===== src/core/flash_status_regs.svh =====
// constants for the flash status polling controller
`ifndef FLASH_STATUS_REGS_SVH
`define FLASH_STATUS_REGS_SVH
// ============================================================
// register offsets (byte addresses on the ahb-lite slave)
`define FS_CTRL_OFF      8'h00
`define FS_ADDR_OFF      8'h04
`define FS_DATA_OFF      8'h08
`define FS_STATUS_OFF    8'h0C
`define FS_RESULT_OFF    8'h10
// ============================================================
// control fields
`define FS_CTRL_START    0
`define FS_CTRL_MODE     1
`define FS_CTRL_METHOD   2
// ============================================================
// status fields
`define FS_ST_BUSY       0
`define FS_ST_DONE       1
`define FS_ST_FAIL       2
`define FS_ST_SUSP       3
`define FS_ST_RB         4
`define FS_ST_WINDOW     5
// ============================================================
// data bit positions on the flash data bus
`define FS_POLL_BIT      7
`define FS_TOG1_BIT      6
`define FS_TIMEOUT_BIT   5
`define FS_WINDOW_BIT    3
`define FS_TOG2_BIT      2
// ============================================================
// timing: clock period, read strobe and gap lengths in ns and derived cycles
`define FS_CLK_NS        5
`define FS_RD_NS         90
`define FS_RD_CYC        ((`FS_RD_NS + `FS_CLK_NS - 1) / `FS_CLK_NS)
`define FS_GAP_NS        20
`define FS_GAP_CYC       ((`FS_GAP_NS + `FS_CLK_NS - 1) / `FS_CLK_NS)
`endif


===== src/core/flash_status_pkg.sv =====
// types shared by the flash status polling controller
package flash_status_pkg;
  // ============================================================
  // flash parallel bus pins seen from the controller
  typedef struct packed {
    logic        ce_n;
    logic        oe_n;
    logic        we_n;
    logic [20:0] addr;
  } flash_pins_s;
  // ============================================================
  // polling method
  typedef enum logic [1:0] {
    M_IDLE,
    M_POLL,
    M_TOGGLE
  } method_e;
endpackage : flash_status_pkg


===== src/core/flash_read_cycle.sv =====
// one flash read cycle: chip select and output enable pulse, data sampled at end
`include "flash_status_regs.svh"
module flash_read_cycle #(
  parameter int RD_CYC  = `FS_RD_CYC,
  parameter int GAP_CYC = `FS_GAP_CYC
) (
  // clock and reset
  input  wire logic       mclk_i,
  input  wire logic       rst_n_i,
  // request
  input  wire logic       go_i,
  output logic            busy_o,
  output logic            done_o,
  output logic [7:0]      data_o,
  // flash strobes and data
  output logic            ce_n_o,
  output logic            oe_n_o,
  input  wire logic [7:0] dq_i
);
  typedef enum logic [1:0] {
    S_IDLE,
    S_READ,
    S_GAP
  } rd_state_e;

  typedef struct packed {
    rd_state_e  st;
    logic [7:0] cnt;
    logic       done;
    logic [7:0] data;
    logic       ce_n;
    logic       oe_n;
  } rd_s;

  rd_s state_reg;
  rd_s state_next;

  // ============================================================
  // next state
  always_comb
  begin
    state_next      = state_reg;
    state_next.done = 1'b0;
    unique case (state_reg.st)
      S_IDLE:
      begin
        if (go_i)
        begin
          state_next.st   = S_READ;
          state_next.cnt  = 8'(RD_CYC - 1);
          state_next.ce_n = 1'b0;
          state_next.oe_n = 1'b0;
        end
      end
      S_READ:
      begin
        if (state_reg.cnt == 8'h00)
        begin
          // sample at end of strobe; each read ends fully so toggle bits advance once
          state_next.data = dq_i;
          state_next.ce_n = 1'b1;
          state_next.oe_n = 1'b1;
          state_next.st   = S_GAP;
          state_next.cnt  = 8'(GAP_CYC - 1);
        end
        else
        begin
          state_next.cnt = state_reg.cnt - 8'h01;
        end
      end
      S_GAP:
      begin
        if (state_reg.cnt == 8'h00)
        begin
          state_next.st   = S_IDLE;
          state_next.done = 1'b1;
        end
        else
        begin
          state_next.cnt = state_reg.cnt - 8'h01;
        end
      end
    endcase
  end

  // ============================================================
  // state register
  always_ff @(posedge mclk_i or negedge rst_n_i)
  begin
    if (!rst_n_i)
    begin
      state_reg <= '{st: S_IDLE, cnt: 8'h00, done: 1'b0, data: 8'h00, ce_n: 1'b1, oe_n: 1'b1};
    end
    else
    begin
      state_reg <= state_next;
    end
  end

  assign busy_o = (state_reg.st != S_IDLE);
  assign done_o = state_reg.done;
  assign data_o = state_reg.data;
  assign ce_n_o = state_reg.ce_n;
  assign oe_n_o = state_reg.oe_n;
endmodule : flash_read_cycle


===== src/core/flash_status_poller.sv =====
// host-side controller that polls flash write status over an ahb-lite register slave
//
// How it works
// RL1: status read only after command finished
// RL2: poll bit inverted until program done
// RL3: same polling for erase-suspended program
// RL4: program polls read at program address
// RL5: protected program: short polling then data
// RL6: erase poll bit low, high when done
// RL7: erase polls read inside selected sector
// RL8: all-protected erase: long polling then data
// RL9: after poll true, reread for data
// RL10: open-drain ready pin sampled as level
// RL11: ready pin low means busy
// RL12: first toggle bit flips each read
// RL13: toggle valid right after last write
// RL14: all-protected erase toggles then stops
// RL15: protected program toggles briefly then stops
// RL16: toggle stops in suspend, resumes programming
// RL17: second toggle flips in erasing sectors
// RL18: second toggle valid after last write
// RL19: two reads compared to judge toggling
// RL20: timeout high: recheck, still toggling fails
// RL21: timeout flag means failure, reset needed
// RL22: erase window flag sampled into status
// RL23: reads are whole cycles, never merged
`include "flash_status_regs.svh"
module flash_status_poller #(
  parameter int RD_CYC  = `FS_RD_CYC,
  parameter int GAP_CYC = `FS_GAP_CYC
) (
  // clock and reset
  input  wire logic        mclk_i,
  input  wire logic        rst_n_i,
  // ahb-lite slave
  input  wire logic        hsel_i,
  input  wire logic [31:0] haddr_i,
  input  wire logic [1:0]  htrans_i,
  input  wire logic        hwrite_i,
  input  wire logic [2:0]  hsize_i,
  input  wire logic [31:0] hwdata_i,
  input  wire logic        hready_i,
  output logic [31:0]      hrdata_o,
  output logic             hreadyout_o,
  output logic             hresp_o,
  // flash pins
  output logic             ce_n_o,
  output logic             oe_n_o,
  output logic             we_n_o,
  output logic [20:0]      addr_o,
  input  wire logic [7:0]  dq_i,
  input  wire logic        ready_busy_n_i
);
  typedef enum logic [2:0] {
    P_IDLE,
    P_FIRST,
    P_CHECK,
    P_RECHECK,
    P_FINAL
  } poll_state_e;

  typedef struct packed {
    poll_state_e               st;
    flash_status_pkg::method_e method;
    logic                      erase;
    logic [20:0]               addr;
    logic [7:0]                expect_d;
    logic [7:0]                last;
    logic [7:0]                result;
    logic                      busy;
    logic                      done;
    logic                      fail;
    logic                      susp;
    logic                      window;
    logic                      rb;
    logic                      go;
    logic                      ahb_wr;
    logic [7:0]                ahb_addr;
    logic [31:0]               rdata;
  } ctl_s;

  ctl_s state_reg;
  ctl_s state_next;

  logic       rd_busy;
  logic       rd_done;
  logic [7:0] rd_data;
  logic       rd_ce_n;
  logic       rd_oe_n;

  // ============================================================
  // read cycle engine
  flash_read_cycle #(
    .RD_CYC  (RD_CYC),
    .GAP_CYC (GAP_CYC)
  ) u_read (
    .mclk_i  (mclk_i),
    .rst_n_i (rst_n_i),
    .go_i    (state_reg.go),
    .busy_o  (rd_busy),
    .done_o  (rd_done),
    .data_o  (rd_data),
    .ce_n_o  (rd_ce_n),
    .oe_n_o  (rd_oe_n),
    .dq_i    (dq_i)
  );

  // true when the sampled byte shows the operation has finished
  function automatic logic poll_done(input logic [7:0] d, input logic er, input logic [7:0] ex);
    if (er)
      poll_done = d[`FS_POLL_BIT];                      // RL6
    else
      poll_done = (d[`FS_POLL_BIT] == ex[`FS_POLL_BIT]); // RL2
  endfunction : poll_done

  // true when the first toggle bit differs between two reads
  function automatic logic toggling(input logic [7:0] a, input logic [7:0] b);
    toggling = (a[`FS_TOG1_BIT] != b[`FS_TOG1_BIT]); // RL12
  endfunction : toggling

  // ============================================================
  // next state: ahb slave and polling sequencer
  always_comb
  begin
    state_next      = state_reg;
    state_next.go   = 1'b0;
    state_next.rb   = ready_busy_n_i; // RL10 RL11
    // address phase capture
    state_next.ahb_wr = 1'b0;
    if (hsel_i && hready_i && htrans_i[1])
    begin
      state_next.ahb_wr   = hwrite_i;
      state_next.ahb_addr = haddr_i[7:0];
      unique case (haddr_i[7:0])
        `FS_CTRL_OFF:   state_next.rdata = {29'h0000_0000, 1'b0, state_reg.erase, 1'b0};
        `FS_ADDR_OFF:   state_next.rdata = {11'h000, state_reg.addr};
        `FS_DATA_OFF:   state_next.rdata = {24'h00_0000, state_reg.expect_d};
        `FS_STATUS_OFF: state_next.rdata = {26'h000_0000, state_reg.window, state_reg.rb,
                                            state_reg.susp, state_reg.fail, state_reg.done, state_reg.busy};
        `FS_RESULT_OFF: state_next.rdata = {16'h0000, state_reg.last, state_reg.result};
        default:        state_next.rdata = 32'h0000_0000;
      endcase
    end
    // data phase write
    if (state_reg.ahb_wr)
    begin
      unique case (state_reg.ahb_addr)
        `FS_ADDR_OFF: state_next.addr = hwdata_i[20:0];     // RL4 RL7
        `FS_DATA_OFF: state_next.expect_d = hwdata_i[7:0];
        `FS_CTRL_OFF:
        begin
          if (hwdata_i[`FS_CTRL_START] && !state_reg.busy)
          begin
            // software starts only after its last write strobe: RL1 RL13 RL18
            state_next.erase  = hwdata_i[`FS_CTRL_MODE];
            state_next.method = hwdata_i[`FS_CTRL_METHOD] ? flash_status_pkg::M_TOGGLE
                                                          : flash_status_pkg::M_POLL;
            state_next.busy   = 1'b1;
            state_next.done   = 1'b0;
            state_next.fail   = 1'b0;
            state_next.susp   = 1'b0;
            state_next.st     = P_FIRST;
            state_next.go     = 1'b1;
          end
        end
        default: ;
      endcase
    end
    // polling sequencer
    unique case (state_reg.st)
      P_IDLE: ;
      P_FIRST:
      begin
        if (rd_done)
        begin
          state_next.last   = rd_data;
          state_next.window = rd_data[`FS_WINDOW_BIT]; // RL22
          if (state_reg.method == flash_status_pkg::M_POLL &&
              poll_done(rd_data, state_reg.erase, state_reg.expect_d))
            state_next.st = P_FINAL; // RL9 RL5 RL8 RL3
          else if (state_reg.method == flash_status_pkg::M_POLL && rd_data[`FS_TIMEOUT_BIT])
            state_next.st = P_RECHECK; // RL21
          else if (state_reg.method == flash_status_pkg::M_POLL)
            state_next.st = P_FIRST;
          else
            state_next.st = P_CHECK; // RL19
          state_next.go = 1'b1;
        end
      end
      P_CHECK:
      begin
        if (rd_done)
        begin
          state_next.last   = rd_data;
          state_next.window = rd_data[`FS_WINDOW_BIT];
          // second toggle still flipping while first stops means suspended erase: RL16 RL17
          state_next.susp   = state_reg.erase && !toggling(rd_data, state_reg.last) &&
                              (rd_data[`FS_TOG2_BIT] != state_reg.last[`FS_TOG2_BIT]);
          if (!toggling(rd_data, state_reg.last))
          begin
            state_next.st = P_FINAL; // RL14 RL15 RL23
            state_next.go = 1'b1;
          end
          else if (rd_data[`FS_TIMEOUT_BIT])
          begin
            state_next.st = P_RECHECK; // RL20
            state_next.go = 1'b1;
          end
          else
          begin
            state_next.go = 1'b1;
          end
        end
      end
      P_RECHECK:
      begin
        if (rd_done)
        begin
          if ((state_reg.method == flash_status_pkg::M_TOGGLE && toggling(rd_data, state_reg.last)) ||
              (state_reg.method == flash_status_pkg::M_POLL &&
               !poll_done(rd_data, state_reg.erase, state_reg.expect_d)))
          begin
            state_next.fail = 1'b1; // RL20 RL21
            state_next.busy = 1'b0;
            state_next.done = 1'b1;
            state_next.st   = P_IDLE;
          end
          else
          begin
            state_next.st = P_FINAL;
            state_next.go = 1'b1;
          end
          state_next.last = rd_data;
        end
      end
      P_FINAL:
      begin
        if (rd_done)
        begin
          state_next.result = rd_data; // RL9
          state_next.busy   = 1'b0;
          state_next.done   = 1'b1;
          state_next.st     = P_IDLE;
        end
      end
      default: state_next.st = P_IDLE;
    endcase
  end

  // ============================================================
  // state register
  always_ff @(posedge mclk_i or negedge rst_n_i)
  begin
    if (!rst_n_i)
    begin
      state_reg <= '{st: P_IDLE, method: flash_status_pkg::M_IDLE, erase: 1'b0, addr: 21'h00_0000,
                     expect_d: 8'h00, last: 8'h00, result: 8'h00, busy: 1'b0, done: 1'b0,
                     fail: 1'b0, susp: 1'b0, window: 1'b0, rb: 1'b1, go: 1'b0, ahb_wr: 1'b0,
                     ahb_addr: 8'h00, rdata: 32'h0000_0000};
    end
    else
    begin
      state_reg <= state_next;
    end
  end

  // ============================================================
  // outputs, from flip-flops or tied constants
  assign hrdata_o    = state_reg.rdata;
  assign hreadyout_o = 1'b1;
  assign hresp_o     = 1'b0;
  assign ce_n_o      = rd_ce_n;
  assign oe_n_o      = rd_oe_n;
  assign we_n_o      = 1'b1;
  assign addr_o      = state_reg.addr;
endmodule : flash_status_poller


===== config.mk =====
export PLATFORM = sky130hd
export DESIGN_NAME = flash_status_poller
export DESIGN_NICKNAME = d
export VERILOG_FILES = /design/src/core/flash_status_pkg.sv /design/src/core/flash_read_cycle.sv /design/src/core/flash_status_poller.sv
export VERILOG_INCLUDE_DIRS = /design/src /design/src/core
export SDC_FILE = /design/constraint.sdc
export NUM_CORES = 1
export LEC_CHECK = 0
export ABC_AREA = 1
export ABC_CLOCK_PERIOD_IN_PS = 1300
export BUFFER_PORTS_ARGS = -buffer_cell sky130_fd_sc_hd__buf_2
export CELL_PAD_IN_SITES_DETAIL_PLACEMENT = 2
export CELL_PAD_IN_SITES_GLOBAL_PLACEMENT = 2
export CORE_UTILIZATION = 28
export CTS_CLUSTER_SIZE = 25
export DETAILED_ROUTE_END_ITERATION = 8
export PLACE_DENSITY = 0.84
export SYNTH_ARGS = -nofsm -noshare
export SYNTH_HDL_FRONTEND = slang
export SYNTH_HIERARCHICAL = 1
export SYNTH_SLANG_ARGS = --single-unit

===== constraint.sdc =====
create_clock -name mclk_i -period 1.3 [get_ports mclk_i]
set_input_delay 0.13 -clock mclk_i [delete_from_list [all_inputs] [get_ports mclk_i]]
set_output_delay 0.13 -clock mclk_i [all_outputs]
set_load 0.1 [all_outputs]

==> reports/summary.txt, run 1 <==
status - finished, violations left
failing checks - negative setup slack
fin nets - 909
DPL Wire Length - 12.2 mm
drt wl/cell - 18.2 um
worst hold slack - 8.18 ps
Final Setup Violations - 70
core area - 0.0198 sq mm
unrepaired setup endpoints after global routing - true
die area - 0.0211 sq mm
P&R area growth vs syn - 32.6%
die extent in x - 145 um
Peak supply drop - 1.80 mV
CTS clk-pin slew, worst paths - 90 ps
Max-Cap Viols - 0
Antenna Violating Nets Remaining - 0
Commonest cells post-synth - nand2_1, dfrtp_1, inv_1, buf_4, nand3_1
actual slew at the worst max-slew pin - 552 ps
drc violations - 0
CTS max path bufs - 2
final hold viol count - 0
Final Max Slew Viols - 0
WL final - 19.9 mm
Yosys top cell area share - 0.463
Area contributors post-synth - dfrtp_1, nand2_1, buf_4
Post-Syn Area - 0.00573 sq mm
vias in the first global route - 5657
Post-synth EDFFs - 0
I/O Pins - 141
largest net degree at the start of global routing - 67
Core Util, Final - 0.384
Most used DFF post-synth - dfrtp_1
FP Rows - 51
clock buffer count from CTS - 9
min Tclk post-route - 1550 ps
CP Class - register to register
dominant cell type by area after synthesis - dfrtp_1
ys async rst share - 1.00
antenna violations before repair - 0
gr ovfl total - 0
Avg Cell Area, Syn - 7.97 sq um
Synth Register Bits - 108
Initial Util - 0.290
Design Area, Final - 0.00760 sq mm
WP data required - 1560 ps
H-tree lvl count - 3
Port-buffer cells - 87
crit-path max FO - 42
relative slew slack - 0.632
layout cells sized above 1 - 0.378
Setup TNS Final - -10250 ps
Pleak - 3.87 nW
Placer Congestion - 0.768
worst setup slack after layout - -249 ps
Yosys warnings - 6
DR vias/cell - 4.70
worst skew pair latency - 370 ps
fin crit share - 1.19
clk_skew - 16.2 ps
Antenna Cells - 0
Syn Inst Count - 719
Crit. End Element - register
Hold Crit Class - input port to register
top-count cell post-synth - nand2_1
total number of vias - 5137
total power - 12.8 mW
Critical Path AT - 1810 ps
CTS tree - yes
Synth cell types - 36
Die Y - 145 um
Iteration-0 DRC Markers - 164
Initial DRT Pass Iterations - 4
gr usage total - 0.180
Worst Setup Start Kind - register
Largest register FFs - 46
first-pass GRT wire length - 30.2 mm
CTS root buf - clkbuf_16
CTS sink cnt - 108
sequential fraction of the synthesis area - 0.472
placed cell areas - 0.00638 sq mm
max frequency - 646 MHz
Power Density - 1680 mW/mm^2
## worst max-delay path, stage by stage, from the launching register on
cell	delay [ps]
dfrtp_1	410
nor2_2	170
nand2_2	110
nor3_2	200
nand3_2	120
buf_12	200
nand2_1	130
o21ai_2	60
## per-stage QoR
step                worst slack, ps  cells
CTS                            -161   1081
global route                   -298   1092
floorplan                     -8.80    731
global placement              -90.3   1037
detailed placement             -163   1037
finish                         -249   1092
## path summary, 6_finish.rpt
| path | start | depth (start not counted) | end | slack [ps] |
|---|---|---|---|---|
| max in group asynchronous | rst_n_i | 3 | addr_o[9]$_DFFE_PN0P_ | 510 |
| setup reg to reg | state_reg[36]$_DFFE_PN0P_ | 7 | addr_o[20]$_DFFE_PN0P_ | -250 |
| setup / recovery | state_reg[36]$_DFFE_PN0P_ | 7 | addr_o[20]$_DFFE_PN0P_ | -250 |
| hold reg to reg | hrdata_o[14]$_DFFE_PN0P_ | 2 | hrdata_o[14]$_DFFE_PN0P_ | 490 |
| hold / removal | hwdata_i[14] | 3 | addr_o[14]$_DFFE_PN0P_ | 8 |
| min in group asynchronous | rst_n_i | 3 | state_reg[36]$_DFFE_PN0P_ | 280 |
## power breakdown
group	switching, mW	leakage [nW]	internal, mW
registers	0.526	1.30	3.92
logic	3.62	2.41	1.82
clock network	1.49	0.151	1.39
total	5.64	3.87	7.13
## logic make-up (layout without fill, tap and decap cells)
kind of cell,Yosys count,count (layout),share of synthesized area
other,2,14,0.00131
AO/OA/AOI/OAI,88,88,0.0934
buffers and inverters,164,259,0.160
adder cells (fa/ha/maj),4,4,0.00873
flip-flops,108,108,0.472
XOR/XNOR,1,1,0.00153
AND/OR/NAND/NOR,352,353,0.263
## placed cells by master, fill, tap and decap left out, types with 10 or more instances in the layout
cell	n
nand2_4	20
dfrtp_1	106
nand2_2	30
clkbuf_16	10
o21ai_1	14
nand2_1	177
nand3_1	55
conb_1	14
inv_1	67
buf_4	74
inv_2	10
dlygate4sd3_1	15
o21ai_0	28
clkbuf_4	10
nor2_2	19
buf_12	11
nor2_1	22
o21ai_2	34
buf_2	42
## layout make-up
cell class | instances | area [sq um]
sequential | 108 | 2710
fill | 2189 | 12200
inverter | 80 | 317
clock buffer | 9 | 225
tap | 265 | 332
multi-input combinational | 460 | 2590
timing repair inverter | 1 | 5.00
clock inverter | 7 | 81.3
timing repair buffer | 162 | 1340
## layer usage
| metal | track usage | share of wire |
|---|---|---|
| met5 | 0 | 0 |
| met1 | 0.215 | 0.42 |
| met2 | 0.325 | 0.53 |
| met3 | 0.0308 | 0.031 |
| met4 | 0.0605 | 0.020 |
## what timing repair did
action,CTS,global route
endpoints found under the hold margin,120,0
hold buffers,15,0
pin swaps,19,19
gates resized for setup,120,77
setup buffers,8,12
endpoints found under the setup margin,100,89
cloned,5,0
Power figures use the tool's default switching activity.
==> run 2: changes to the inputs <==
--- a/config.mk
+++ b/config.mk
@@ -9,7 +9,8 @@
 export ABC_AREA = 1
 export ABC_CLOCK_PERIOD_IN_PS = 1300
 export BUFFER_PORTS_ARGS = -buffer_cell sky130_fd_sc_hd__buf_2
-export CELL_PAD_IN_SITES_DETAIL_PLACEMENT = 2
+export CAP_MARGIN = 5
+export CELL_PAD_IN_SITES_DETAIL_PLACEMENT = 1
 export CELL_PAD_IN_SITES_GLOBAL_PLACEMENT = 2
 export CORE_UTILIZATION = 28
 export CTS_CLUSTER_SIZE = 25
==> reports/summary.txt, run 2 (synthesis results as in run 1) <==
status - finished, violations left (unchanged)
failing checks - negative setup slack (unchanged)
CTS tree - yes (unchanged)
first-pass GRT wire length - 25.2 mm (was 30.2 mm)
Initial Util - 0.290 (unchanged)
fin nets - 906 (was 909)
placed cell areas - 0.00638 sq mm (unchanged)
Final Setup Violations - 47 (was 70)
CTS clk-pin slew, worst paths - 80 ps (was 90 ps)
Critical Path AT - 1770 ps (was 1810 ps)
gr usage total - 0.149 (was 0.180)
WP data required - 1600 ps (was 1560 ps)
Port-buffer cells - 87 (unchanged)
max frequency - 681 MHz (was 646 MHz)
crit-path max FO - 7 (was 42)
clk_skew - 15.3 ps (was 16.2 ps)
Antenna Violating Nets Remaining - 0 (unchanged)
DPL Wire Length - 10.6 mm (was 12.2 mm)
largest net degree at the start of global routing - 67 (unchanged)
Critical Path Slowest Stage Cell - dfrtp_1 (unchanged)
vias in the first global route - 4865 (was 5657)
Max-Cap Viols - 0 (unchanged)
P&R area growth vs syn - 30.5% (was 32.6%)
CP cell instances - inv_2 > ha_4 > nand2_4 > nor2_4 > nand3_4 > nand2_4 > inv_6 > nand2_4 > nand2_2 > nor2_2 (was nor2_2 > nand2_2 > nor3_2 > nand3_2 > buf_12 > nand2_1 > o21ai_2)
CTS sink cnt - 108 (unchanged)
drc violations - 0 (unchanged)
most frequent cells in the layout - nand2_1, dfrtp_1, inv_1 (was nand2_1, dfrtp_1, buf_4)
Worst Setup Start Kind - register (unchanged)
final hold viol count - 0 (unchanged)
min Tclk post-route - 1470 ps (was 1550 ps)
Antenna Cells - 0 (unchanged)
relative slew slack - 0.645 (was 0.632)
worst skew pair latency - 370 ps (about the same)
hold path cells - 3 (unchanged)
worst reg2reg setup slack - -170 ps (was -250 ps)
Largest register FFs - 46 (unchanged)
Core Util, Final - 0.378 (was 0.384)
CP most frequent cell - nand2_4
H-tree lvl count - 3 (unchanged)
Placer Congestion - 0.768 (unchanged)
drt wl/cell - 13.9 um (was 18.2 um)
Placement Setup Slack - -145 ps (was -163 ps)
actual slew at the worst max-slew pin - 533 ps (was 552 ps)
total number of vias - 4795 (was 5137)
Initial DRT Pass Iterations - 4 (unchanged)
Reg2Reg Depth - 10 (was 7)
layout cells sized above 1 - 0.347 (was 0.378)
gr ovfl total - 0 (unchanged)
I/O Pins - 141 (unchanged)
clock buffer count from CTS - 9 (unchanged)
Pleak - 3.82 nW (was 3.87 nW)
commonest non-fill, non-tap cell in the layout - nand2_1 (unchanged)
CTS root buf - clkbuf_16 (unchanged)
Iteration-0 DRC Markers - 169 (was 164)
end of the worst register-to-register path - u_read/state_reg[14]$_DFFE_PN0P_ (was addr_o[20]$_DFFE_PN0P_)
Final Max Slew Viols - 0 (unchanged)
die area - 0.0211 sq mm (unchanged)
Peak supply drop - 1.78 mV (was 1.80 mV)
worst setup slack after layout - -168 ps (was -249 ps)
Design Area, Final - 0.00748 sq mm (was 0.00760 sq mm)
FP Rows - 51 (unchanged)
min-delay src - hwdata_i[11] (was hwdata_i[14])
CTS max path bufs - 2 (unchanged)
DR vias/cell - 4.40 (was 4.70)
Crit. End Element - register (unchanged)
antenna violations before repair - 0 (unchanged)
die extent in x - 145 um (unchanged)
fin crit share - 1.13 (was 1.19)
Die Y - 145 um (unchanged)
unrepaired setup endpoints after global routing - true (unchanged)
core area - 0.0198 sq mm (unchanged)
Power Density - 1650 mW/mm^2 (was 1680 mW/mm^2)
Setup TNS Final - -4770 ps (was -10250 ps)
CP Class - register to register (unchanged)
Hold Crit Class - input port to register (unchanged)
worst hold slack - 14.7 ps (was 8.18 ps)
Worst Hold End - addr_o[11]$_DFFE_PN0P_ (was addr_o[14]$_DFFE_PN0P_)
crit-path max cell delay - 400 ps (was 410 ps)
WL final - 15.1 mm (was 19.9 mm)
Critical R2R Launch - u_read/state_reg[11]$_DFFE_PN0P_ (was state_reg[36]$_DFFE_PN0P_)
run 2: cell count changes in the layout (fill, tap and decap cells not counted), sizes merged:
cell / before / now
buf: 136 / 126
dlygate4sd3: 15 / 22
clkbuf: 20 / 21
nand2: 229 / 228
run 2: metal layers:
layer | track usage | part of all wire | up-vias
met5 | 0 | 0 | -
met4 | 0.0474 | 0.015 | 0
met3 | 0.0245 | 0.036 | 15
met2 | 0.252 | 0.49 | 95
met1 | 0.192 | 0.46 | 2303
li1 | - | - | 2382
run 2: what timing repair did:
action / in CTS / in global routing
gates resized for setup: 61 / 105
hold endpoints to repair: 127 / 0
pin swaps: 12 / 23
buffers inserted: 4 / 10
endpoints found under the setup margin: 91 / 90
gates cloned: 1 / 1
hold buffers: 22 / 0
run 2: how the worst max path moves through the flow:
stage | from | to | slack [ps] | cells past startpoint
after floorplan | u_read/state_reg[11]$_DFFE_PN0P_ | u_read/state_reg[13]$_DFFE_PN0P_ | -9 | 9
after detailed placement | u_read/state_reg[11]$_DFFE_PN0P_ | u_read/state_reg[11]$_DFFE_PN0P_ | -150 | 8
after global routing | u_read/state_reg[11]$_DFFE_PN0P_ | u_read/state_reg[17]$_DFFE_PN0P_ | -280 | 9
after global placement | u_read/state_reg[11]$_DFFE_PN0P_ | u_read/state_reg[20]$_DFFE_PN0P_ | -90 | 8
final | u_read/state_reg[11]$_DFFE_PN0P_ | u_read/state_reg[14]$_DFFE_PN0P_ | -170 | 10
after CTS | state_reg[37]$_DFFE_PN0P_ | addr_o[6]$_DFFE_PN0P_ | -150 | 7
run 2: area by class of cell:
| class | instances | area [sq um] |
|---|---|---|
| Multi-Input combinational cell | 459 | 2500 |
| Inverter | 80 | 317 |
| Timing Repair inverter | 1 | 6.26 |
| Fill cell | 2399 | 12300 |
| Clock inverter | 7 | 76.3 |
| Sequential cell | 108 | 2710 |
| Timing Repair Buffer | 160 | 1320 |
| Tap cell | 265 | 332 |
| Clock buffer | 9 | 225 |
run 2: metrics by stage:
step,cells,power (mW)
floorplan,731,7.74
global placement,1037,8.63
detailed placement,1037,8.74
CTS,1080,12.0
global route,1089,13.1
finish,1089,12.4
run 2: where the power goes:
group	total, mW	leakage (nW)	internal, mW	switching (mW)
registers	4.41	1.30	3.92	0.487
logic	5.13	2.37	1.78	3.35
clock network	2.82	0.149	1.38	1.45
total	12.4	3.82	7.08	5.28
run 2: critical path, delay by kind of cell, from the launching register on:
kind	cells	cell delay (ps)
DFF	1	400
adders and majority gates	1	180
and+or+nand+nor	7	670
buffers and inverters	2	150
==> run 3: changes to the inputs <==
--- a/config.mk
+++ b/config.mk
@@ -7,15 +7,15 @@
 export NUM_CORES = 1
 export LEC_CHECK = 0
 export ABC_AREA = 1
-export ABC_CLOCK_PERIOD_IN_PS = 1300
+export ABC_CLOCK_PERIOD_IN_PS = 1700
 export BUFFER_PORTS_ARGS = -buffer_cell sky130_fd_sc_hd__buf_2
 export CAP_MARGIN = 5
 export CELL_PAD_IN_SITES_DETAIL_PLACEMENT = 1
 export CELL_PAD_IN_SITES_GLOBAL_PLACEMENT = 2
-export CORE_UTILIZATION = 28
+export CORE_UTILIZATION = 33
 export CTS_CLUSTER_SIZE = 25
 export DETAILED_ROUTE_END_ITERATION = 8
-export PLACE_DENSITY = 0.84
+export PLACE_DENSITY = 0.92
 export SYNTH_ARGS = -nofsm -noshare
 export SYNTH_HDL_FRONTEND = slang
 export SYNTH_HIERARCHICAL = 1
==> constraint.sdc (replaced) <==
create_clock -name mclk_i -period 1.7 [get_ports mclk_i]
set_input_delay 0.17 -clock mclk_i [delete_from_list [all_inputs] [get_ports mclk_i]]
set_output_delay 0.17 -clock mclk_i [all_outputs]
set_load 0.1 [all_outputs]
==> reports/summary.txt, run 3 (synthesis results as in run 1) <==
max frequency - 641 MHz (was 681 MHz)
core area - 0.0168 sq mm (was 0.0198 sq mm)
worst hold slack - 20.3 ps (was 14.7 ps)
CTS root buf - clkbuf_16 (unchanged)
Antenna Cells - 0 (unchanged)
Pleak - 3.43 nW (was 3.82 nW)
worst setup slack after layout - 140 ps (was -168 ps)
Largest register FFs - 46 (unchanged)
CTS sink cnt - 108 (unchanged)
CTS clk-pin slew, worst paths - 80 ps (about the same)
DPL Wire Length - 10.3 mm (was 10.6 mm)
Final Setup Violations - 0 (was 47)
CTS tree - yes (unchanged)
Setup TNS Final - 0 ps (was -4770 ps)
gr ovfl total - 0 (unchanged)
Peak supply drop - 0.543 mV (was 1.78 mV)
most frequent cells in the layout - nand2_1, dfrtp_1, buf_2 (was nand2_1, dfrtp_1, inv_1)
critical path depth in cells - 10 (unchanged)
Reg2Reg Depth - 10 (unchanged)
fin crit share - 0.917 (was 1.13)
fin nets - 851 (was 906)
FP Rows - 47 (was 51)
CTS max path bufs - 2 (unchanged)
antenna violations before repair - 0 (unchanged)
worst skew pair latency - 360 ps (was 370 ps)
Worst Setup Start Kind - register (unchanged)
Port-buffer cells - 87 (unchanged)
gr usage total - 0.168 (was 0.149)
CP bufs+invs - 3 (was 2)
total number of vias - 4553 (was 4795)
Initial Util - 0.342 (was 0.290)
Max-Cap Viols - 0 (unchanged)
die area - 0.0179 sq mm (was 0.0211 sq mm)
Core Util, Final - 0.379 (was 0.378)
Final Max Slew Viols - 0 (unchanged)
CP Class - register to register (unchanged)
I/O Pins - 141 (unchanged)
Initial DRT Pass Iterations - 4 (unchanged)
Crit. End Element - register (unchanged)
largest net degree at the start of global routing - 43 (was 67)
H-tree lvl count - 3 (unchanged)
Placement Setup Slack - 130 ps (was -145 ps)
Hold Crit Class - input port to register (unchanged)
Power Density - 1300 mW/mm^2 (was 1650 mW/mm^2)
unrepaired setup endpoints after global routing - false (was true)
clk_skew - 12.7 ps (was 15.3 ps)
Critical Path AT - 1850 ps (was 1770 ps)
die extent in x - 134 um (was 145 um)
CP delay by family, top - simple AND/OR/NAND/NOR gates (unchanged)
DR vias/cell - 4.60 (was 4.40)
final hold viol count - 0 (unchanged)
commonest non-fill, non-tap cell in the layout - nand2_1 (unchanged)
drt wl/cell - 14.0 um (was 13.9 um)
P&R area growth vs syn - 10.9% (was 30.5%)
Critical Path Slowest Stage Cell - dfrtp_1 (unchanged)
WP data required - 1990 ps (was 1600 ps)
drc violations - 0 (unchanged)
status - complete, no violations (was finished, violations left)
total power - 8.25 mW (was 12.4 mW)
WL final - 13.8 mm (was 15.1 mm)
clock buffer count from CTS - 9 (unchanged)
min Tclk post-route - 1560 ps (was 1470 ps)
Antenna Violating Nets Remaining - 0 (unchanged)
crit-path max FO - 7 (unchanged)
hold path cells - 3 (unchanged)
Placer Congestion - 0.787 (was 0.768)
first-pass GRT wire length - 24.0 mm (was 25.2 mm)
crit-path max cell delay - 380 ps (was 400 ps)
layout cells sized above 1 - 0.218 (was 0.347)
CP cell instances - inv_1 > ha_2 > nand2_2 > nor2_4 > nand3_4 > nand2_4 > inv_4 > nand2_4 > inv_1 > nor2_1 (was inv_2 > ha_4 > nand2_4 > nor2_4 > nand3_4 > nand2_4 > inv_6 > nand2_4 > nand2_2 > nor2_2)
Die Y - 134 um (was 145 um)
Iteration-0 DRC Markers - 245 (was 169)
vias in the first global route - 4813 (was 4865)
[run 3: routing by layer]
layer | track usage | part of all wire | vias up
met1 | 0.218 | 0.46 | 2194
met3 | 0.0397 | 0.040 | 10
met2 | 0.282 | 0.48 | 91
li1 | - | - | 2258
met5 | 0 | 0 | -
met4 | 0.0417 | 0.014 | 0
[run 3: tightest hold or removal path, delay by kind of cell]
| family | cells | cell delay, ps |
|---|---|---|
| buf+inv | 2 | 140 |
| simple gates | 1 | 40 |
[run 3: area by class of cell]
cell class                 instances  area, sq um
clock inverter                     6         58.8
fill                            2087        10400
timing repair buffer             106          626
inverter                          80          308
tap                              220          275
clock buffer                      10          229
sequential                       108         2710
multi-input combinational        459         2160
[run 3: where the power goes]
group	internal [mW]	leakage, nW	switching [mW]
logic	0.706	1.99	2.18
clock network	1.03	0.137	1.04
registers	2.99	1.30	0.312
[run 3: per-stage QoR]
stage	area [sq um]	cells
CTS	6360	989
floorplan	5780	731
global route	6360	989
finish	6360	989
detailed placement	6040	970
global placement	6040	970
[run 3: worst paths after layout]
kind                                             startpoint                                to  slack [ps]
min                                                hwrite_i           state_reg[40]$_DFF_PN0_          20
min reg2reg                        hrdata_o[20]$_DFFE_PN0P_          hrdata_o[20]$_DFFE_PN0P_         480
max reg2reg                u_read/state_reg[11]$_DFFE_PN0P_  u_read/state_reg[16]$_DFFE_PN0P_         140
max in group asynchronous                           rst_n_i           state_reg[42]$_DFF_PN1_         770
max                        u_read/state_reg[11]$_DFFE_PN0P_  u_read/state_reg[16]$_DFFE_PN0P_         140
min in group asynchronous                           rst_n_i             addr_o[3]$_DFFE_PN0P_         290
[run 3: repair_timing]
item | CTS | global route
hold endpoints to repair | 28 | 0
hold buffers | 3 | 0
buffers inserted | 0 | 0
endpoints found under the setup margin | 0 | 9
resized for setup | 0 | 1
